File: src/spa_pkg.sv
package spa_pkg;

  // ****************************************************************
  // Sizes and counts
  // ****************************************************************
  localparam int unsigned IR_W        = 4;
  localparam int unsigned UNLOCK_W    = 16;
  localparam int unsigned CMD_W       = 15;
  localparam int unsigned DR_W        = 16;
  localparam int unsigned CLR_CLKS    = 2;
  localparam int unsigned CLR_CNT_W   = 2;
  localparam int unsigned PIN_W       = 5;

  // ****************************************************************
  // Instruction codes
  // ****************************************************************
  localparam logic [3:0] IR_RESET_HOLD = 4'hC;
  localparam logic [3:0] IR_UNLOCK     = 4'h4;
  localparam logic [3:0] IR_COMMAND    = 4'h5;
  localparam logic [3:0] IR_BYPASS     = 4'hF;
  localparam logic [3:0] IR_CAPTURE    = 4'h1;

  // Arbitrary signature value
  localparam logic [15:0] UNLOCK_SIG   = 16'h5A3C;

  // ****************************************************************
  // Types
  // ****************************************************************
  typedef enum logic [3:0] {
    TAP_RESET    = 4'h0,
    TAP_IDLE     = 4'h1,
    TAP_SEL_DR   = 4'h2,
    TAP_CAP_DR   = 4'h3,
    TAP_SHIFT_DR = 4'h4,
    TAP_EXIT1_DR = 4'h5,
    TAP_PAUSE_DR = 4'h6,
    TAP_EXIT2_DR = 4'h7,
    TAP_UPD_DR   = 4'h8,
    TAP_SEL_IR   = 4'h9,
    TAP_CAP_IR   = 4'hA,
    TAP_SHIFT_IR = 4'hB,
    TAP_EXIT1_IR = 4'hC,
    TAP_PAUSE_IR = 4'hD,
    TAP_EXIT2_IR = 4'hE,
    TAP_UPD_IR   = 4'hF
  } spa_tap_e;

  typedef struct packed {
    logic fuse;
    logic ext_rst_n;
    logic tck;
    logic tms;
    logic tdi;
  } spa_pins_s;

endpackage : spa_pkg

File: src/spa_scan_access.sv
`timescale 1ns/1ps
`default_nettype none

module spa_scan_access (
  input  wire logic                       clk_i,
  input  wire logic                       rst_i,
  input  wire logic                       tck_i,
  input  wire logic                       tms_i,
  input  wire logic                       tdi_i,
  input  wire logic                       ext_reset_n_i,
  input  wire logic                       scan_port_enable_fuse_i,
  input  wire logic                       dis_wr_i,
  input  wire logic                       dis_wdata_i,
  input  wire logic [spa_pkg::CMD_W-1:0]  prog_result_i,
  output logic                            tdo_o,
  output logic                            tdo_oe_o,
  output logic                            port_avail_o,
  output logic                            scan_port_disable_bit_o,
  output logic                            core_reset_hold_o,
  output logic                            prog_mode_o,
  output logic [spa_pkg::CMD_W-1:0]       prog_cmd_o,
  output logic                            prog_cmd_stb_o,
  output logic                            prog_clk_o
);

  // ****************************************************************
  // Functions
  // ****************************************************************
  function automatic spa_pkg::spa_tap_e tap_next(
    input spa_pkg::spa_tap_e s,
    input logic              m
  );
    case (s)
      spa_pkg::TAP_RESET:    tap_next = m ? spa_pkg::TAP_RESET
                                          : spa_pkg::TAP_IDLE;
      spa_pkg::TAP_IDLE:     tap_next = m ? spa_pkg::TAP_SEL_DR
                                          : spa_pkg::TAP_IDLE;
      spa_pkg::TAP_SEL_DR:   tap_next = m ? spa_pkg::TAP_SEL_IR
                                          : spa_pkg::TAP_CAP_DR;
      spa_pkg::TAP_CAP_DR,
      spa_pkg::TAP_SHIFT_DR: tap_next = m ? spa_pkg::TAP_EXIT1_DR
                                          : spa_pkg::TAP_SHIFT_DR;
      spa_pkg::TAP_EXIT1_DR: tap_next = m ? spa_pkg::TAP_UPD_DR
                                          : spa_pkg::TAP_PAUSE_DR;
      spa_pkg::TAP_PAUSE_DR: tap_next = m ? spa_pkg::TAP_EXIT2_DR
                                          : spa_pkg::TAP_PAUSE_DR;
      spa_pkg::TAP_EXIT2_DR: tap_next = m ? spa_pkg::TAP_UPD_DR
                                          : spa_pkg::TAP_SHIFT_DR;
      spa_pkg::TAP_UPD_DR,
      spa_pkg::TAP_UPD_IR:   tap_next = m ? spa_pkg::TAP_SEL_DR
                                          : spa_pkg::TAP_IDLE;
      spa_pkg::TAP_SEL_IR:   tap_next = m ? spa_pkg::TAP_RESET
                                          : spa_pkg::TAP_CAP_IR;
      spa_pkg::TAP_CAP_IR,
      spa_pkg::TAP_SHIFT_IR: tap_next = m ? spa_pkg::TAP_EXIT1_IR
                                          : spa_pkg::TAP_SHIFT_IR;
      spa_pkg::TAP_EXIT1_IR: tap_next = m ? spa_pkg::TAP_UPD_IR
                                          : spa_pkg::TAP_PAUSE_IR;
      spa_pkg::TAP_PAUSE_IR: tap_next = m ? spa_pkg::TAP_EXIT2_IR
                                          : spa_pkg::TAP_PAUSE_IR;
      spa_pkg::TAP_EXIT2_IR: tap_next = m ? spa_pkg::TAP_UPD_IR
                                          : spa_pkg::TAP_SHIFT_IR;
      default:               tap_next = spa_pkg::TAP_RESET;
    endcase
  endfunction : tap_next

  // Shift right by one inside a chain of length len, new bit on top
  function automatic logic [spa_pkg::DR_W-1:0] dr_shift(
    input logic [spa_pkg::DR_W-1:0] sr,
    input logic                     d,
    input int unsigned              len
  );
    for (int unsigned i = 0; i < spa_pkg::DR_W; i++) begin
      if (i + 1 == len) begin
        dr_shift[i] = d;
      end else if (i + 1 < len) begin
        dr_shift[i] = sr[i+1];
      end else begin
        dr_shift[i] = 1'b0;
      end
    end
  endfunction : dr_shift

  // ****************************************************************
  // Pin synchronisers and edge detect
  // ****************************************************************
  spa_pkg::spa_pins_s pins_raw;
  spa_pkg::spa_pins_s pins_s;
  logic               tck_q_ff;

  assign pins_raw = '{fuse:      scan_port_enable_fuse_i,
                      ext_rst_n: ext_reset_n_i,
                      tck:       tck_i,
                      tms:       tms_i,
                      tdi:       tdi_i};

  spa_sync #(
    .W (spa_pkg::PIN_W)
  ) u_sync (
    .clk_i (clk_i),
    .rst_i (rst_i),
    .d_i   (pins_raw),
    .q_o   (pins_s)
  );

  wire logic tck_rise = pins_s.tck & ~tck_q_ff;
  wire logic tck_fall = ~pins_s.tck & tck_q_ff;

  // ****************************************************************
  // Disable bit and availability
  // ****************************************************************
  logic                          dis_ff;
  logic [spa_pkg::CLR_CNT_W-1:0] clr_cnt_ff;

  wire logic ext_low   = dis_ff & ~pins_s.ext_rst_n;
  wire logic clr_done  = ext_low &
    (clr_cnt_ff == spa_pkg::CLR_CNT_W'(spa_pkg::CLR_CLKS - 1));
  wire logic avail     = pins_s.fuse & ~dis_ff;

  logic [spa_pkg::CLR_CNT_W-1:0] nxt_clr_cnt;
  logic                          nxt_dis;

  assign nxt_clr_cnt = ext_low ? clr_cnt_ff + 1'b1 : '0;
  assign nxt_dis     = dis_wr_i ? dis_wdata_i
                     : (clr_done ? 1'b0 : dis_ff);

  always_ff @(posedge clk_i) begin
    if (rst_i) begin
      dis_ff       <= 1'b0;
      clr_cnt_ff   <= '0;
      tck_q_ff     <= 1'b0;
      port_avail_o <= 1'b0;
    end else begin
      dis_ff       <= nxt_dis;
      clr_cnt_ff   <= clr_done ? '0 : nxt_clr_cnt;
      tck_q_ff     <= pins_s.tck;
      port_avail_o <= avail;
    end
  end

  assign scan_port_disable_bit_o = dis_ff;

  // ****************************************************************
  // Test controller, instruction and data chains
  // ****************************************************************
  spa_pkg::spa_tap_e          state_ff;
  logic [spa_pkg::IR_W-1:0]   ir_sr_ff;
  logic [spa_pkg::IR_W-1:0]   ir_ff;
  logic [spa_pkg::DR_W-1:0]   dr_sr_ff;
  logic                       rst_chain_ff;

  wire logic sel_rst = ir_ff == spa_pkg::IR_RESET_HOLD;
  wire logic sel_unl = ir_ff == spa_pkg::IR_UNLOCK;
  wire logic sel_cmd = ir_ff == spa_pkg::IR_COMMAND;
  wire logic [4:0] dr_len  = sel_unl ? 5'(spa_pkg::UNLOCK_W)
                           : (sel_cmd ? 5'(spa_pkg::CMD_W) : 5'h01);
  wire logic st_sir  = state_ff == spa_pkg::TAP_SHIFT_IR;
  wire logic st_sdr  = state_ff == spa_pkg::TAP_SHIFT_DR;
  wire logic st_cdr  = state_ff == spa_pkg::TAP_CAP_DR;
  wire logic st_udr  = state_ff == spa_pkg::TAP_UPD_DR;
  wire logic st_idle = state_ff == spa_pkg::TAP_IDLE;
  wire logic tdo_nxt = st_sir ? ir_sr_ff[0]
                     : (sel_rst ? rst_chain_ff : dr_sr_ff[0]);
  wire logic unl_ok  = dr_sr_ff == spa_pkg::UNLOCK_SIG;

  always_ff @(posedge clk_i) begin
    if (rst_i || !avail) begin
      state_ff <= spa_pkg::TAP_RESET;
    end else if (tck_rise) begin
      state_ff <= tap_next(state_ff, pins_s.tms);
    end
  end

  always_ff @(posedge clk_i) begin
    if (rst_i || state_ff == spa_pkg::TAP_RESET) begin
      ir_sr_ff <= '0;
      ir_ff    <= spa_pkg::IR_BYPASS;
    end else if (tck_rise) begin
      case (state_ff)
        spa_pkg::TAP_CAP_IR:   ir_sr_ff <= spa_pkg::IR_CAPTURE;
        spa_pkg::TAP_SHIFT_IR: ir_sr_ff <=
          {pins_s.tdi, ir_sr_ff[spa_pkg::IR_W-1:1]};
        spa_pkg::TAP_UPD_IR:   ir_ff    <= ir_sr_ff;
        default:               ir_sr_ff <= ir_sr_ff;
      endcase
    end
  end

  always_ff @(posedge clk_i) begin
    if (rst_i) begin
      dr_sr_ff <= '0;
    end else if (tck_rise && st_cdr) begin
      dr_sr_ff <= sel_cmd ? spa_pkg::DR_W'(prog_result_i) : '0;
    end else if (tck_rise && st_sdr && !sel_rst) begin
      dr_sr_ff <= dr_shift(dr_sr_ff, pins_s.tdi, dr_len);
    end
  end

  always_ff @(posedge clk_i) begin
    if (rst_i) begin
      rst_chain_ff <= 1'b0;
    end else if (tck_rise && st_sdr && sel_rst) begin
      rst_chain_ff <= pins_s.tdi;
    end
  end

  // ****************************************************************
  // Outputs
  // ****************************************************************
  always_ff @(posedge clk_i) begin
    if (rst_i) begin
      tdo_o             <= 1'b0;
      tdo_oe_o          <= 1'b0;
      core_reset_hold_o <= 1'b0;
      prog_mode_o       <= 1'b0;
      prog_cmd_o        <= '0;
      prog_cmd_stb_o    <= 1'b0;
      prog_clk_o        <= 1'b0;
    end else begin
      if (!avail) begin
        tdo_oe_o <= 1'b0;
      end else if (tck_fall) begin
        tdo_o    <= tdo_nxt;
        tdo_oe_o <= st_sir | st_sdr;
      end
      core_reset_hold_o <= rst_chain_ff;
      if (tck_rise && st_udr && sel_unl) begin
        prog_mode_o <= unl_ok;
      end
      if (tck_rise && st_udr && sel_cmd) begin
        prog_cmd_o <= dr_sr_ff[spa_pkg::CMD_W-1:0];
      end
      prog_cmd_stb_o <= tck_rise & st_udr & sel_cmd;
      prog_clk_o     <= tck_rise & st_idle;
    end
  end
endmodule : spa_scan_access

`default_nettype wire

File: src/spa_sync.sv
`timescale 1ns/1ps
`default_nettype none

module spa_sync #(
  parameter int unsigned W = 1
) (
  input  wire logic         clk_i,
  input  wire logic         rst_i,
  input  wire logic [W-1:0] d_i,
  output logic      [W-1:0] q_o
);

  logic [W-1:0] meta_ff;

  always_ff @(posedge clk_i) begin
    if (rst_i) begin
      meta_ff <= '0;
      q_o     <= '0;
    end else begin
      meta_ff <= d_i;
      q_o     <= meta_ff;
    end
  end

endmodule : spa_sync

`default_nettype wire

File: config.mk
export PLATFORM = sky130hd
export DESIGN_NAME = spa_scan_access
export DESIGN_NICKNAME = d
export VERILOG_FILES = /design/src/spa_pkg.sv /design/src/spa_scan_access.sv /design/src/spa_sync.sv
export SDC_FILE = /design/constraint.sdc
export NUM_CORES = 1
export LEC_CHECK = 0
export BUFFER_PORTS_ARGS = -buffer_cell sky130_fd_sc_hd__buf_2
export CAP_MARGIN = 15
export CORE_ASPECT_RATIO = 0.5
export CORE_MARGIN = 2
export CORE_UTILIZATION = 35
export DETAILED_ROUTE_END_ITERATION = 10
export HOLD_SLACK_MARGIN = 0.12
export PLACE_DENSITY = 0.62
export RECOVER_POWER = 50
export SLEW_MARGIN = 25
export SYNTH_ARGS = -nofsm -noshare
export SYNTH_HDL_FRONTEND = slang
export SYNTH_HIERARCHICAL = 1
export SYNTH_SLANG_ARGS = --single-unit
File: constraint.sdc
create_clock -name clk_i -period 4.95 [get_ports clk_i]
set_clock_uncertainty 0.1 [all_clocks]
set_input_delay 0.2475 -clock clk_i [delete_from_list [all_inputs] [get_ports clk_i]]
set_output_delay 0.2475 -clock clk_i [all_outputs]
set_load 0.01 [all_outputs]
## After elaboration in Yosys (flattened, before gate mapping)

Cells that the tools add are included.
Widths: inputs -> output; s select.

| storage, ports and cells | value |
|---|---|
| register bits after elaboration | 65 |
| input bits | 24 |
| output and inout port bits | 23 |
| word-level logic and storage cells | 164 |

| operators by class | value |
|---|---|
| $add $sub $neg | 1 |
| order comparisons | 16 |
| equality and inequality tests | 36 |
| muxes and demuxes | 55 |
| bitwise operators | 15 |
| reductions and logical operators | 23 |

Operators by type and width:

| cell | number |
|---|---|
| $pmux 4 s12 | 1 |
| $eq 4x5->1 const A | 8 |
| $lt 4x5->1 const A | 8 |
| $mux 1 | 39 |
| $eq 4x4->1 const B | 9 |
| $mux 16 | 2 |
| $eq 4x3->1 const B | 6 |
| $eq 3x5->1 const A | 4 |
| $lt 3x5->1 const A | 4 |
| $mux 4 | 5 |
| $eq 16x15->1 const B | 1 |
| $mux 15 | 1 |
| $eq 2x5->1 const A | 2 |
| $lt 2x5->1 const A | 2 |
| $and 1x1->1 | 8 |
| $eq 4x2->1 const B | 2 |
| $pmux 4 s2 | 1 |
| $logic_and 1x1->1 | 7 |
| $mux 2 | 3 |
| $mux 3 | 2 |
| $not 1->1 | 6 |
| $reduce_and 2->1 | 3 |
| $reduce_bool 2->1 | 3 |
| $reduce_or 2->1 | 3 |
| 13 further kinds | 16 |

## Depth between registers and ports, before layout

| logic depth | value |
|---|---|
| depth in word-level cells | 8 |
| depth in mapped cells | 7 |
| gate-level depth less buffers | 5 |

## By module

Netlist, hierarchy kept.

By module, submodules not included:

| module | times used | cells an instance | area an instance (µm²) | sequential area each (µm²) |
|---|---|---|---|---|
| spa_scan_access | 1 | 315 | 2671.3 | 1101.1 |
| spa_sync | 1 | 20 | 262.8 | 200.2 |

## Worst setup path before layout

Ideal clock, no wire load.

| path | value |
|---|---|
| path kind | register to register |
| start | register state_ff[3] |
| end | register dr_sr_ff[14] (netlist name) |
| library setup time | 115 ps |
| arrival | 1480 ps |
| required time | 4735 ps |
| path slack | 3255 ps |
| stages on the path, launching flop included | 6 |
| path buffers | 1 |
| period minus slack after synthesis | 1695 ps |
| cell sequence | dfxtp_1 buf_4 nor4b_4 nor3b_4 mux2_1 o21a_1 |

| between the ends | value |
|---|---|
| longest elaborated chain between the ends | 4 |
| elaborated cells between the ends (all ways) | 7 |
| those cells by class | 2 x eq/ne; 1 x mux; 4 x reduce/logical |

RTL lines:

| element | RTL line | source |
|---|---|---|
| start: declaration | spa_scan_access.sv:146 | `spa_pkg::spa_tap_e state_ff;` |
| start signal: assignment | spa_scan_access.sv:168 | `state_ff <= spa_pkg::TAP_RESET;` |
| start signal: assignment | spa_scan_access.sv:170 | `state_ff <= tap_next(state_ff, pins_s.tms);` |
| $eq 4x3->1 | spa_scan_access.sv:158 | `wire logic st_sdr = state_ff == spa_pkg::TAP_SHIFT_DR;` |
| $logic_and 1x1->1 (2 in series) | spa_scan_access.sv:194 | `end else if (tck_rise && st_sdr && !sel_rst) begin` |
| $reduce_bool 2->1 (no source line) | -- |  |
| end signal: assignment | spa_scan_access.sv:193 | `dr_sr_ff <= sel_cmd ? spa_pkg::DR_W'(prog_result_i) : '0;` |
| end signal: assignment | spa_scan_access.sv:195 | `dr_sr_ff <= dr_shift(dr_sr_ff, pins_s.tdi, dr_len);` |
| end: declaration | spa_scan_access.sv:149 | `logic [spa_pkg::DR_W-1:0] dr_sr_ff;` |

Parallel ways exist; a longest one is shown, timed or not.
A chain may end at the register's enable or synchronous reset.

## Worst setup path after layout

| path | value |
|---|---|
| start | input rst_i |
| end | register state_ff[3] |

| between the ends | value |
|---|---|
| longest elaborated chain between the ends | 1 |

RTL lines:

| element | RTL line | source |
|---|---|---|
| start: declaration | spa_scan_access.sv:6 | `input wire logic rst_i,` |
| $logic_or 1x1->1 | spa_scan_access.sv:167 | `if (rst_i \|\| !avail) begin` |

Every way passes these cells.

==> results_dict.tcl <==
set metrics [dict create \
    status "complete, but fails checks" \
    failed_checks "max-capacitance violations, max-slew violations" \
    drive_above_1_share 0.131 \
    dr.pass1.iters 4 \
    synth_nets 360 \
    wl_per_cell_um 12.7 \
    maxClockFrequency_mhz 397 \
    row_count 23 \
    die-area_mm2 0.00918 \
    peakVddDrop_mv 0.169 \
    drtIter0Drc 299 \
    synth_area_leader_cell "dfxtp_1" \
    async_flop_share 0 \
    muxShareOfSynthArea 0.0691 \
    drv_slew 54 \
    die_x_um 133 \
    drtAntennaViolNets 0 \
    synth_compound_gate_area_share 0.126 \
    clkSinkCount 65 \
    yosys.area_share.adder 0.00426 \
    period_minus_slack_ns 2.52 \
    grt_pass1_vias 2127 \
    cp_num_buf_inv 1 \
    ys.flop_type "dfxtp_1" \
    synth-edff-count 0 \
    finalNetCount 402 \
    yosysSeqAreaShare 0.443 \
    synthDistinctLibCells 51 \
    total_power_mw 1.23 \
    hold_viol 0 \
    end_kind "flip-flop" \
    numCtsBuffers 9 \
    track_usage 0.148 \
    hold_buffers 8 \
    crit_fanout 53 \
    intPower_uw 997 \
    rsz0062_at_grt "no" \
    grt_pass1_wl_mm 10.3 \
    via_per_inst 4.90 \
    netlist_area_mm2 0.00293 \
    wl_mm 6.28 \
    yosysMostFrequentCell "dfxtp_1" \
    crit_slowest_cell "clkbuf_1" \
    swShare 0.190 \
    die_y_um 68.7 \
    clk_path_buf_depth 2 \
    drc 0 \
    finalSetupViolCount 0 \
    seqPwrFrac 0.433 \
    netlist_top_cells_area "dfxtp_1, mux2i_1, nand2_1" \
    cts_tree "yes" \
    power_density_mw_per_mm2 344 \
    dpl.cell_count 469 \
    ys_seq_elements 65 \
    leakage_nw 1.37 \
    place_hpwl_mm 4.09 \
    start_util 0.364 \
    insertion_delay_ns 0.33 \
    instances_no_fill 493 \
    combPwrFrac 0.028 \
    path_clk_slew_ns 0.05 \
    core-area_mm2 0.00806 \
    hold_ws_ns 0.158 \
    worstSetupPathType "input pin to flip-flop" \
    cts-root-buf "clkbuf_16" \
    syn_inst 335 \
    htree_levels 3 \
    slowest_delay_ns 1.63 \
    crit_chain "clkbuf_1, nor3b_1, nor4b_1" \
    gp_congestion 0.731 \
    critPathRequiredTime_ns 5.06 \
    diodes 0 \
    post_cts.repair.setup_buffers 0 \
    vias 2416 \
    overflow 0 \
    synth-simple-area-share 0.307 \
    ctsResizeCount 0 \
    top_level_ports 47 \
    finalSetupTns_ns 0 \
    grt_max_degree 54 \
    max_slew.worst_pin.slew_ns 2.35 \
    drv_cap 1 \
    antenna_found_initial 0 \
    synth_top_cell_area_share 0.443 \
    hold_path.class "input pin to flip-flop" \
    synth_commonest_cells "dfxtp_1, nand2_1, nor3_1" \
    syn_avg_cell_area_um2 8.76 \
    synth_top_family_by_area "simple AND/OR/NAND/NOR gates" \
    area_growth_pct 21.9 \
    p_switching_uw 234 \
    power_frac_clock 0.539 \
    critical-path-top-delay-family "buffers and inverters" \
    ys_warn_count 6 \
    slew_headroom -0.567 \
    numPortBuffers 46 \
    arrival_ns 2.62 \
    startpoint_type "input pin" \
    synth-xor-area-share 0.00299 \
    finalCritPeriodShare 0.508 \
]
power by group through the flow:
stage	logic, mW	clock network (mW)	registers, mW
after global routing	0.0382	0.704	0.533
after floorplan	0.0166	0	0.542
final	0.0341	0.663	0.533
after global placement	0.0298	0	0.544
after CTS	0.0349	0.680	0.533
after detailed placement	0.0300	0	0.544
per-stage QoR:
stage | utilization | cell area, µm² | setup slack (ns)
2_1_floorplan | - | 2930 | 3.25
5_1_grt | 0.444 | 3580 | 2.06
6_report | 0.444 | 3580 | 2.43
3_3_place_gp | 0.398 | 3200 | 2.25
3_5_place_dp | 0.398 | 3200 | 2.22
4_1_cts | 0.446 | 3590 | 2.23
sequential cells by signal (all words and copies together) (netlist names), 2 cells and up:
signal and count:
state_ff 4, u_sync/q_o 5, u_sync/meta_ff 5, ir_ff 4, dr_sr_ff 16, clr_cnt_ff 2
prog_cmd_o 15, ir_sr_ff 4
routing by layer:
metal / GRT usage / wire length (µm) / vias up
li1: - / - / 1259
met1: 0.192 / 3120 / 1090
met2: 0.218 / 2710 / 54
met3: 0.0490 / 304 / 13
met4: 0.0824 / 143 / 0
met5: 0 / 0 / -
placed cells by master (no fill, tap or decap), types with 2 or more instances in the layout:
master         Yosys  routed
a211oi_2           2       2
a21o_1             2       2
a21oi_1           15      15
a22o_1            13      13
a31oi_1            4       4
and3_1             2       2
buf_2             11      22
buf_4              1       2
bufinv_16          0       2
clkbuf_1          12      26
clkbuf_16          0       9
dfxtp_1           65      65
dlygate4sd3_1      0       8
inv_1              4       4
mux2_1             2       2
mux2i_1           18      18
nand2_1           44      44
nand2b_1           6       6
nand3_1           10      10
nand3b_1           3       3
nand4_1            2       2
nand4bb_1          3       3
nor2_1            26      26
nor2b_1           15      15
nor3_1            31      31
nor3b_1            3       3
nor3b_2            2       2
nor4_1             2       2
o21ai_0            9       9
o21ai_1            4       4
tightest hold or removal path: cells and delay by family:
family	cells	cell delay, ns
AO/OA/AOI/OAI	1	0.11
AND/OR/NAND/NOR	2	0.09
buffers and inverters	1	0.10
final timing paths:
| path | depth (start not counted) | startpoint | endpoint | slack, ns |
|---|---|---|---|---|
| worst max-delay path | 3 | rst_i | state_ff[3] | 2.43 |
| worst min-delay path | 4 | prog_result_i[2] | dr_sr_ff[2] | 0.16 |
| worst max register to register | 5 | state_ff[2] | dr_sr_ff[4] | 2.70 |
| worst min register to register | 1 | clr_cnt_ff[0] | clr_cnt_ff[0] | 0.32 |
layout make-up:
class	instances	area [µm²]
Inverter	4	15.0
Sequential cell	65	1300
Multi-Input combinational cell	240	1500
Clock inverter	3	65.1
Timing Repair Buffer	57	307
Tap cell	112	140
Clock buffer	12	246
Fill cell	819	4480
logic make-up after synthesis:
logic type / count (synthesis)
AOI/OAI and AO/OA: 55
and+or+nand+nor: 163
muxes: 20
buffers and inverters: 30
adders and majority gates: 1
xor gates and xnor gates: 1
DFF: 65
Note: power is estimated with default switching activity, not from simulation.
